[src/verilog/csdec_pkg.sv]
// Purpose: shared constants and types for the chip-select address decoder
// Assumes: 24-bit processor address, APB register access with 32-bit data
// Notes:   all ranges are inclusive, low 16 bits inside bank zero
package csdec_pkg;

	// ----------------------------------------
	// register map
	// ----------------------------------------
	localparam logic [7:0]  CTRL_OFS   = 8'h00;
	localparam logic [7:0]  STAT_OFS   = 8'h04;

	// control field positions
	localparam int ROM_EN_BIT   = 0;
	localparam int LRAM_EN_BIT  = 1;
	localparam int XROM_EN_BIT  = 2;
	localparam int RAM_SEL_BIT  = 3;
	localparam int XBUS_EN_BIT  = 4;
	localparam int FLASH_A_BIT  = 5;
	localparam int FLASH_B_BIT  = 6;
	localparam int CTRL_W       = 7;
	localparam logic [6:0] CTRL_RST = 7'h07;

	// ----------------------------------------
	// address windows
	// ----------------------------------------
	localparam logic [7:0]  BANK_ZERO     = 8'h00;
	localparam logic [7:0]  GEN_BANK_HI   = 8'h3F;
	localparam logic [7:0]  MID_BANK_LO   = 8'h40;
	localparam logic [7:0]  MID_BANK_HI   = 8'hBF;
	localparam logic [7:0]  HIGH_BANK_LO  = 8'hC0;
	localparam logic [15:0] REGPG_LO      = 16'hDF00;
	localparam logic [15:0] REGPG_HI      = 16'hDFFF;
	localparam logic [15:0] P0_HI         = 16'hDF1F;
	localparam logic [15:0] IOREG0_HI     = 16'hDF07;
	localparam logic [15:0] IOREG1_LO     = 16'hDF20;
	localparam logic [15:0] IOREG1_HI     = 16'hDF27;
	localparam logic [15:0] CTLREG_LO     = 16'hDF40;
	localparam logic [15:0] OCRAM_HI      = 16'hDFBF;
	localparam logic [15:0] P1_LO         = 16'hDFC0;
	localparam logic [15:0] IROM_LO       = 16'hE000;
	localparam logic [15:0] IROM_HI       = 16'hFEFF;
	localparam logic [15:0] VEC_LO        = 16'hFF00;
	localparam logic [15:0] TOP_HI        = 16'hFFFF;
	localparam logic [15:0] XROM_LO       = 16'h8000;
	localparam logic [15:0] XROM_HI       = 16'hDEFF;
	localparam logic [15:0] LRAM_LO_INT   = 16'h0200;
	localparam logic [15:0] LRAM_LO_EXT   = 16'h0000;
	localparam logic [15:0] LRAM_HI       = 16'h7FFF;
	localparam logic [15:0] IRAM_HI       = 16'h01FF;

	// ----------------------------------------
	// types
	// ----------------------------------------
	typedef struct packed {
		logic flash_b;
		logic flash_a;
		logic xbus_en;
		logic ram_sel;
		logic xrom_en;
		logic lram_en;
		logic rom_en;
	} csdec_cfg_t;

	// active-high strobe image, bit n is strobe n
	typedef struct packed {
		logic high_mem;
		logic mid_mem;
		logic gen_mem;
		logic ext_rom;
		logic low_ram;
		logic onchip;
		logic periph1;
		logic periph0;
	} csdec_sel_t;

endpackage

[src/verilog/csdec_top.sv]
// Purpose: turns the processor address into active-low chip-select strobes
// Assumes: PROC_ADDR comes from logic on CORE_CLK, so it is not synchronised
// Notes:   strobes are registered, one cycle behind the address
//
// Notes on behaviour
// - with on-chip ROM on, E000-FFFF of bank zero never raises the ROM strobe
// - register page DF00-DFFF never raises the ROM or general strobe
// - general strobe drops wherever on-chip ROM, low RAM or ROM strobe claims
// - peripheral strobe ranges never raise on-chip, ROM or general strobes
// - internal RAM selected: low RAM strobe covers 0200-7FFF of bank zero
// - external RAM selected: low RAM strobe covers 0000-7FFF of bank zero
// - external bus off: DF00-DF07 are internal registers, peripheral zero idle
// - external bus on: peripheral zero covers DF00-DF1F
// - two port outputs drive the upper flash address lines for overlays
// - on-chip strobe covers vectors, ROM, RAM and register blocks of bank zero
`timescale 1ns/1ps

module csdec_top (
	// clock and reset
	input  wire logic        CORE_CLK,
	input  wire logic        RST_N,
	// processor address
	input  wire logic [23:0] PROC_ADDR,
	// apb slave
	input  wire logic        PSEL,
	input  wire logic        PENABLE,
	input  wire logic        PWRITE,
	input  wire logic [7:0]  PADDR,
	input  wire logic [31:0] PWDATA,
	output logic      [31:0] PRDATA,
	output logic             PREADY,
	output logic             PSLVERR,
	// chip selects
	output logic             PERIPH_STROBE_ZERO_N,
	output logic             PERIPH_STROBE_ONE_N,
	output logic             ONCHIP_REGION_STROBE_N,
	output logic             LOW_RAM_STROBE_N,
	output logic             EXT_ROM_STROBE_N,
	output logic             GENERAL_MEM_STROBE_N,
	output logic             USER_MEM_STROBE_MID_N,
	output logic             USER_MEM_STROBE_HIGH_N,
	// flash overlay port lines
	output logic             FLASH_UPPER_ADDR_A,
	output logic             FLASH_UPPER_ADDR_B
);

	// ----------------------------------------
	// helpers
	// ----------------------------------------
	function automatic logic in_win(input logic [15:0] a, input logic [15:0] lo, input logic [15:0] hi);
		in_win = (a >= lo) && (a <= hi);
	endfunction

	csdec_pkg::csdec_cfg_t cfg;
	csdec_pkg::csdec_sel_t sel;
	csdec_pkg::csdec_sel_t next_sel;

	wire logic [7:0]  bank = PROC_ADDR[23:16];
	wire logic [15:0] ofs  = PROC_ADDR[15:0];
	wire logic        b0   = (bank == csdec_pkg::BANK_ZERO);

	// ----------------------------------------
	// decode
	// ----------------------------------------
	wire logic regpg   = b0 && in_win(ofs, csdec_pkg::REGPG_LO, csdec_pkg::REGPG_HI);
	wire logic p1_hit  = b0 && in_win(ofs, csdec_pkg::P1_LO, csdec_pkg::REGPG_HI);
	// peripheral zero only exists with the external bus on
	wire logic p0_hit  = b0 && cfg.xbus_en && in_win(ofs, csdec_pkg::REGPG_LO, csdec_pkg::P0_HI);
	wire logic io0_hit = b0 && !cfg.xbus_en && in_win(ofs, csdec_pkg::REGPG_LO, csdec_pkg::IOREG0_HI);
	wire logic iram    = b0 && !cfg.ram_sel && in_win(ofs, 16'h0000, csdec_pkg::IRAM_HI);
	wire logic irom    = b0 && cfg.rom_en && in_win(ofs, csdec_pkg::IROM_LO, csdec_pkg::IROM_HI);
	// on-chip region, minus anything a peripheral strobe owns
	wire logic oc_hit  = (b0 && in_win(ofs, csdec_pkg::VEC_LO, csdec_pkg::TOP_HI))
	                   || irom || iram || io0_hit
	                   || (b0 && in_win(ofs, csdec_pkg::IOREG1_LO, csdec_pkg::IOREG1_HI))
	                   || (b0 && in_win(ofs, csdec_pkg::CTLREG_LO, csdec_pkg::OCRAM_HI));
	wire logic oc_sel  = oc_hit && !p0_hit && !p1_hit;
	wire logic [15:0] lram_lo = cfg.ram_sel ? csdec_pkg::LRAM_LO_EXT : csdec_pkg::LRAM_LO_INT;
	wire logic lr_sel  = b0 && cfg.lram_en && in_win(ofs, lram_lo, csdec_pkg::LRAM_HI);
	// top of bank zero belongs to the internal ROM while it is on; vectors stay on-chip
	wire logic xr_top  = !cfg.rom_en && in_win(ofs, csdec_pkg::IROM_LO, csdec_pkg::IROM_HI);
	wire logic xr_sel  = b0 && cfg.xrom_en && !regpg && !p0_hit && !p1_hit
	                   && (in_win(ofs, csdec_pkg::XROM_LO, csdec_pkg::XROM_HI) || xr_top);
	wire logic gen_rng = (bank <= csdec_pkg::GEN_BANK_HI);
	// general memory takes only what nobody else claimed
	wire logic gm_sel  = gen_rng && !regpg && !p0_hit && !p1_hit && !irom && !oc_sel
	                   && !lr_sel && !xr_sel;
	wire logic mid_sel = (bank >= csdec_pkg::MID_BANK_LO) && (bank <= csdec_pkg::MID_BANK_HI);
	wire logic hi_sel  = (bank >= csdec_pkg::HIGH_BANK_LO);

	always_comb begin
		next_sel          = '0;
		next_sel.periph0  = p0_hit;
		next_sel.periph1  = p1_hit;
		next_sel.onchip   = oc_sel;
		next_sel.low_ram  = lr_sel;
		next_sel.ext_rom  = xr_sel;
		next_sel.gen_mem  = gm_sel;
		next_sel.mid_mem  = mid_sel;
		next_sel.high_mem = hi_sel;
	end

	// strobes released under reset, no glitches from comb decode
	always_ff @(posedge CORE_CLK or negedge RST_N) begin
		if (!RST_N) begin
			sel <= '0;
		end else begin
			sel <= next_sel;
		end
	end

	// pins leave straight from flip-flops, so a decode race never reaches a device
	always_ff @(posedge CORE_CLK or negedge RST_N) begin
		if (!RST_N) begin
			PERIPH_STROBE_ZERO_N   <= 1'b1;
			PERIPH_STROBE_ONE_N    <= 1'b1;
			ONCHIP_REGION_STROBE_N <= 1'b1;
			LOW_RAM_STROBE_N       <= 1'b1;
			EXT_ROM_STROBE_N       <= 1'b1;
			GENERAL_MEM_STROBE_N   <= 1'b1;
			USER_MEM_STROBE_MID_N  <= 1'b1;
			USER_MEM_STROBE_HIGH_N <= 1'b1;
		end else begin
			PERIPH_STROBE_ZERO_N   <= !next_sel.periph0;
			PERIPH_STROBE_ONE_N    <= !next_sel.periph1;
			ONCHIP_REGION_STROBE_N <= !next_sel.onchip;
			LOW_RAM_STROBE_N       <= !next_sel.low_ram;
			EXT_ROM_STROBE_N       <= !next_sel.ext_rom;
			GENERAL_MEM_STROBE_N   <= !next_sel.gen_mem;
			USER_MEM_STROBE_MID_N  <= !next_sel.mid_mem;
			USER_MEM_STROBE_HIGH_N <= !next_sel.high_mem;
		end
	end

	assign FLASH_UPPER_ADDR_A     = cfg.flash_a;
	assign FLASH_UPPER_ADDR_B     = cfg.flash_b;

	// ----------------------------------------
	// apb slave
	// ----------------------------------------
	wire logic setup    = PSEL && !PENABLE;
	wire logic hit_ctrl = (PADDR == csdec_pkg::CTRL_OFS);
	wire logic hit_stat = (PADDR == csdec_pkg::STAT_OFS);
	wire logic mapped   = hit_ctrl || hit_stat;
	wire logic do_wr    = PSEL && PENABLE && PREADY && PWRITE && hit_ctrl;
	logic [31:0] rd_mux;

	always_comb begin
		if (hit_ctrl) begin
			rd_mux = {25'h0000000, cfg};
		end else if (hit_stat) begin
			rd_mux = {24'h000000, sel};
		end else begin
			rd_mux = 32'h00000000;
		end
	end

	// one wait-free access phase: ready rises in the cycle after setup
	always_ff @(posedge CORE_CLK or negedge RST_N) begin
		if (!RST_N) begin
			PREADY  <= 1'b0;
			PSLVERR <= 1'b0;
			PRDATA  <= 32'h00000000;
		end else begin
			PREADY  <= setup;
			PSLVERR <= setup && !mapped;
			PRDATA  <= (setup && !PWRITE) ? rd_mux : 32'h00000000;
		end
	end

	always_ff @(posedge CORE_CLK or negedge RST_N) begin
		if (!RST_N) begin
			cfg <= csdec_pkg::CTRL_RST;
		end else if (do_wr) begin
			cfg <= PWDATA[csdec_pkg::CTRL_W-1:0];
		end
	end
endmodule // csdec_top

[config.mk]
export PLATFORM = sky130hd
export DESIGN_NAME = csdec_top
export DESIGN_NICKNAME = d
export VERILOG_FILES = /design/src/verilog/csdec_pkg.sv /design/src/verilog/csdec_top.sv
export SDC_FILE = /design/constraint.sdc
export NUM_CORES = 1
export LEC_CHECK = 0
export BUFFER_PORTS_ARGS = -buffer_cell sky130_fd_sc_hd__buf_2
export CAP_MARGIN = 5
export CORE_UTILIZATION = 25
export CTS_BUF_LIST = sky130_fd_sc_hd__clkbuf_16
export DETAILED_ROUTE_END_ITERATION = 7
export GPL_TIMING_DRIVEN = 0
export MAX_ROUTING_LAYER = met4
export SLEW_MARGIN = 20
export SYNTH_ARGS = -nofsm -noshare
export SYNTH_HDL_FRONTEND = slang
export SYNTH_SLANG_ARGS = --single-unit
[constraint.sdc]
create_clock -name CORE_CLK -period 4.3 [get_ports CORE_CLK]
set_clock_uncertainty 0.15 [all_clocks]
set_input_delay 0.215 -clock CORE_CLK [delete_from_list [all_inputs] [get_ports CORE_CLK]]
set_output_delay 0.215 -clock CORE_CLK [all_outputs]
set_load 0.03 [all_outputs]
# Yosys cells after proc, flatten, opt, wreduce, memory -nomap -nowiden
# Cells that the tools add are included.
[classes]
order_cmp = 23
eq_ne = 1
mux = 4
reduce_logical = 74
[ops]
columns = ["op", "count"]
rows = [
  ["16-bit <= comparator, second input constant", 8],
  ["16-bit >= comparator, second input constant", 7],
  ["32-bit two-way mux", 2],
  ["1-bit logical AND", 49],
  ["16-bit by 1-bit >= comparator with 1-bit output, second input constant", 1],
  ["16-bit by 10-bit >= comparator with 1-bit output", 1],
  ["16-bit by 15-bit <= comparator with 1-bit output, second input constant", 1],
  ["16-bit by 9-bit <= comparator with 1-bit output, second input constant", 1],
  ["1-bit logical NOT", 16],
  ["8-bit logical NOT", 2],
  ["10-bit two-way mux", 1],
  ["8-bit by 3-bit == test with 1-bit output, second input constant", 1],
  ["8-bit by 7-bit >= comparator with 1-bit output, second input constant", 1],
  ["8-bit >= comparator, second input constant", 1],
  ["8-bit by 6-bit <= comparator with 1-bit output, second input constant", 1],
  ["8-bit <= comparator, second input constant", 1],
  ["8-bit two-way mux", 1],
  ["1-bit logical OR", 7],
]
[word_totals]
register_bits = 57
inputBits = 69
output_inout_bits = 44

# Logic depth before layout (Yosys ltp)
[depth]
ltp_word = 15
depth_mapped = 7
depth_no_buf = 7

# Worst setup path before layout
# Ideal clock, no wire load.
[synth_path]
path_kind = "input to register"
start = "input port PROC_ADDR[22]"
end = "register sel[5] (netlist bit)"
arrival_ns = 1.503
slack_ns = 2.527
path_stages = 7
n_path_buf = 0
cell_sequence = "inv_1 -> ha_1 -> nor4b_1 -> nand2_1 -> nor4_2 -> and3b_1 -> and3_1"
[synth_between]
elab_chain_cells = 14
elab_cells_between_ends = 43
classes_between = "1 x order compare; 42 x reduce/logical"
[synth_rtl]
columns = ["element", "line", "text"]
rows = [
  ["from (decl)", "csdec_top.sv:23", "input wire logic [23:0] PROC_ADDR,"],
  ["8-bit logical NOT", "csdec_top.sv:60", "wire logic b0 = (bank == csdec_pkg::BANK_ZERO);"],
  ["1-bit logical AND (2 in a row)", "csdec_top.sv:71", "wire logic irom = b0 && cfg.rom_en && in_win(ofs, csdec_pkg::IROM_LO, csdec_pkg::IROM_HI);"],
  ["1-bit logical OR (3 in a row)", "csdec_top.sv:74", "|| irom || iram || io0_hit"],
  ["1-bit logical OR", "csdec_top.sv:75", "|| (b0 && in_win(ofs, csdec_pkg::IOREG1_LO, csdec_pkg::IOREG1_HI))"],
  ["1-bit logical OR", "csdec_top.sv:76", "|| (b0 && in_win(ofs, csdec_pkg::CTLREG_LO, csdec_pkg::OCRAM_HI));"],
  ["1-bit logical AND (2 in a row)", "csdec_top.sv:77", "wire logic oc_sel = oc_hit && !p0_hit && !p1_hit;"],
  ["1-bit logical NOT", "csdec_top.sv:86", "wire logic gm_sel = gen_rng && !regpg && !p0_hit && !p1_hit && !irom && !oc_sel"],
  ["1-bit logical AND", "csdec_top.sv:86", ""],
  ["1-bit logical AND", "csdec_top.sv:87", "&& !lr_sel && !xr_sel;"],
  ["1-bit logical AND *", "csdec_top.sv:87", ""],
  ["via gm_sel", "csdec_top.sv:86", ""],
  ["to (signal assigned)", "csdec_top.sv:108", "sel <= next_sel;"],
  ["to (decl)", "csdec_top.sv:55", "csdec_pkg::csdec_sel_t sel;"],
]
# The timed path passes the listed nets; every way through them passes the cells marked *.
# A chain may end at the register's enable or synchronous reset.

# Final worst setup path
# Same ends and word-level chain as after synthesis.

==> results.md <==
* Outcome: finished clean
* Deepest clock path buffer count at 2
* CTS root buf: clkbuf_16
* Power density cells at 333 nW/um2
* Synthesized instance count at 136
* First-pass GRT wire length at 5020 um
* Total Wirelength at 3310 um
* Non-Filler Instances at 306
* Drt first pass iters at 3
* CP max FO at 4
* Req. time, crit path at 4.31 ns
* Post-route ant nets at 0
* Largest net degree at the start of global routing at 34
* Routed len/inst at 10.8 um
* Yosys top cell area share at 35.1%
* Arr. time, crit path at 1.91 ns
* Synth top area cells: dfrtp_1 (35%), dfstp_2 (18%), buf_4 (11%), mux2_2 (5.0%), a22o_1 (3.9%)
* Period utilization at 44.1%
* Vias in the first global route at 1091
* Number of enable flip-flop cells after synthesis at 0
* Comb pwr share at 13.2%
* Largest registers: PRDATA x8, sel x8, cfg x5
* Slew HR at 52.6%
* Full die area at 6590 um2
* Final max-slew violation count at 0
* Port Buffers at 63
* Initial antenna violation count at 0
* CTS clock-pin slew for the worst setup and hold paths at 0.05 ns
* Yosys reg bits at 33
* CTS H-tree lvls at 2
* TritonCTS clock tree: done
* Most common cell in the netlist: buf_4
* Slew @ Worst Pin at 0.711 ns
* Sw Pwr at 174 uW
* Worst Hold Class: input port to flip-flop
* Final setup viols at 0
* Core ar. at 5990 um2
* CP Capture Type: flip-flop
* Worst vdd ir at 0.193 mV
* Gpl congestion at 0.764
* Class of the most critical setup path: input port to flip-flop
* FF-to-FF path depth at 6
* Main synth FF type: dfrtp_1
* Worst-skew pair later-pin latency at 0.27 ns
* RSZ-0062 raised after global routing: false
* DR iter-0 viols at 34
* FF-to-FF End: sel[5]
* Total track usage at 10.9%
* Cell area after synthesis at 1570 um2
* Static leakage at 0.00123 uW
* Post-route minimum period at 1.90 ns
* Clk sinks at 33
* Yosys Warn Count at 0
* Register area share after synthesis at 53.6%
* Starting Density at 26.2%
* FP Rows at 28
* Setup_tns at 0 ns
* Worst Setup SP: PROC_ADDR[22]
* Via count at 1194
* Synth-to-Final Area Change at 40.9%
* Clock Power Share at 43.3%
* Nets@finish at 302
* F_max at 527 MHz
* Dominant cell type by area after synthesis: dfrtp_1
* DRC errors left at 0
* Die height at 81.2 um
* Place WS at 2.03 ns
* Num ports at 113
* R2R setup slack at 2.46 ns
* Die width at 81.2 um
* Launching point of the worst reg2reg path: cfg[3]
* Worst setup path endpoint: sel[5]
* Number of max-cap violations at 0
* DP Cell Count at 297
* Share of layout cells above drive strength 1 at 51.1%
* Net Sw Frac at 23.6%
* Grt ovf at 0
* CTS buffer count at 5
* Via density at 3.90
* DP Wirelength at 2660 um
* Hold Vio Cnt, Final at 0
* Seq pwr share at 43.5%
* Async SR Flop Fraction at 100%
* Inserted Diodes at 0
* Setup ws final at 2.40 ns
* Synth unique cells at 33
* Avg Cell Area, Syn at 11.5 um2
* CP Launch Type: input port
* Cell Int Power at 563 uW
* Top cells by count, synth: buf_4 (24), dfrtp_1 (22), dfstp_2 (11), inv_1 (11), nand2_1 (10)
-- final cells by class --
class	count	area, um2
inverters	11	41.3
repair buffers	64	325
plain buffers	26	190
flip-flops and latches	33	840
well taps	75	93.8
multi-input cells	89	583
fillers	610	3780
clock inverters	3	11.3
clock buffers	5	125
-- per-layer routing --
metal  GRT usage, %  vias up  share of wire [%]
li1               -      601                  -
met1           12.9      519                 45
met2           16.7       68                 44
met3           2.47        6                8.5
met4           6.96        0                2.3
met5              -        -                  0
-- cell usage in the layout, fill, tap and decap left out --
| cell | netlist | routed |
|---|---|---|
| nor2_1 | 5 | 5 |
| clkbuf_16 | 0 | 5 |
| clkbuf_2 | 1 | 1 |
| buf_2 | 1 | 64 |
| ha_1 | 3 | 3 |
| dfrtp_1 | 22 | 22 |
| nor4_4 | 1 | 1 |
| o21ai_0 | 1 | 1 |
| nand2b_1 | 2 | 2 |
| nand4_1 | 1 | 1 |
| nand3_4 | 1 | 1 |
| and3b_1 | 2 | 2 |
| a311o_2 | 1 | 1 |
| inv_1 | 11 | 14 |
| nor3_1 | 2 | 2 |
| dlygate4sd3_1 | 0 | 1 |
| or4_4 | 1 | 1 |
| a31oi_1 | 2 | 2 |
| nand2_1 | 10 | 10 |
| nor4_1 | 1 | 1 |
| conb_1 | 1 | 24 |
| a22o_1 | 7 | 7 |
| buf_4 | 24 | 24 |
| a211o_1 | 1 | 1 |
| nor4_2 | 1 | 1 |
| nand3_1 | 6 | 6 |
| o2bb2ai_1 | 1 | 1 |
| dfstp_2 | 11 | 11 |
| nor3_2 | 1 | 1 |
| and3_1 | 3 | 3 |
| and2_1 | 2 | 2 |
| nor4b_1 | 1 | 1 |
| mux2_2 | 7 | 7 |
| and4b_1 | 1 | 1 |
| or4_1 | 1 | 1 |
-- per-stage QoR --
| stage | util [%] | power [uW] | instance area [um2] | hold slack, ns |
|---|---|---|---|---|
| floorplan | - | 386 | 1650 | -0.231 |
| global placement | 34.4 | 420 | 2060 | 0.156 |
| detailed placement | 34.4 | 422 | 2060 | 0.155 |
| CTS | 36.9 | 746 | 2210 | 0.0179 |
| global route | 36.9 | 769 | 2210 | 0.0257 |
| finish | 36.9 | 736 | 2210 | 0.0245 |
-- cells by family after synthesis --
family	synth area share, %
DFF	53.6
AOI/OAI and AO/OA	6.86
other	0.239
and+or+nand+nor	17.2
adders and majority gates	2.39
muxes	5.03
buffers and inverters	14.8
-- power groups by stage --
stage | Sequential [uW] | Combinational [uW] | Clock [uW]
after global placement | 325 | 95.4 | 0
final | 320 | 97.2 | 319
after detailed placement | 325 | 96.7 | 0
after CTS | 320 | 97.5 | 328
after global routing | 320 | 106 | 343
after floorplan | 331 | 55.3 | 0
-- how the worst min path moves through the flow --
stage,from,to,slack (ns),cells past startpoint
6_report,PWDATA[6],FLASH_UPPER_ADDR_B,0.02,2
2_1_floorplan,RST_N,FLASH_UPPER_ADDR_A,-0.23,0
3_3_place_gp,RST_N,PREADY,0.16,1
4_1_cts,PWDATA[3],cfg[3],0.02,2
3_5_place_dp,RST_N,PREADY,0.16,1
5_1_grt,PWDATA[2],cfg[2],0.03,2
-- repair_timing --
| item | 4_1_cts | 5_1_grt |
|---|---|---|
| endpoints found under the hold margin | 22 | 0 |
| setup buffers | 0 | 0 |
| gates resized for setup | 0 | 0 |
| hold buffers | 1 | 0 |
-- critical path: stages --
cell     delay, ns
buf_2         0.11
inv_1         0.05
ha_1          0.17
nor4b_1       0.41
nand2_1       0.18
nor4_2        0.36
and3b_1       0.23
and3_1        0.18
No activity file was read; power rests on OpenSTA's default activity.
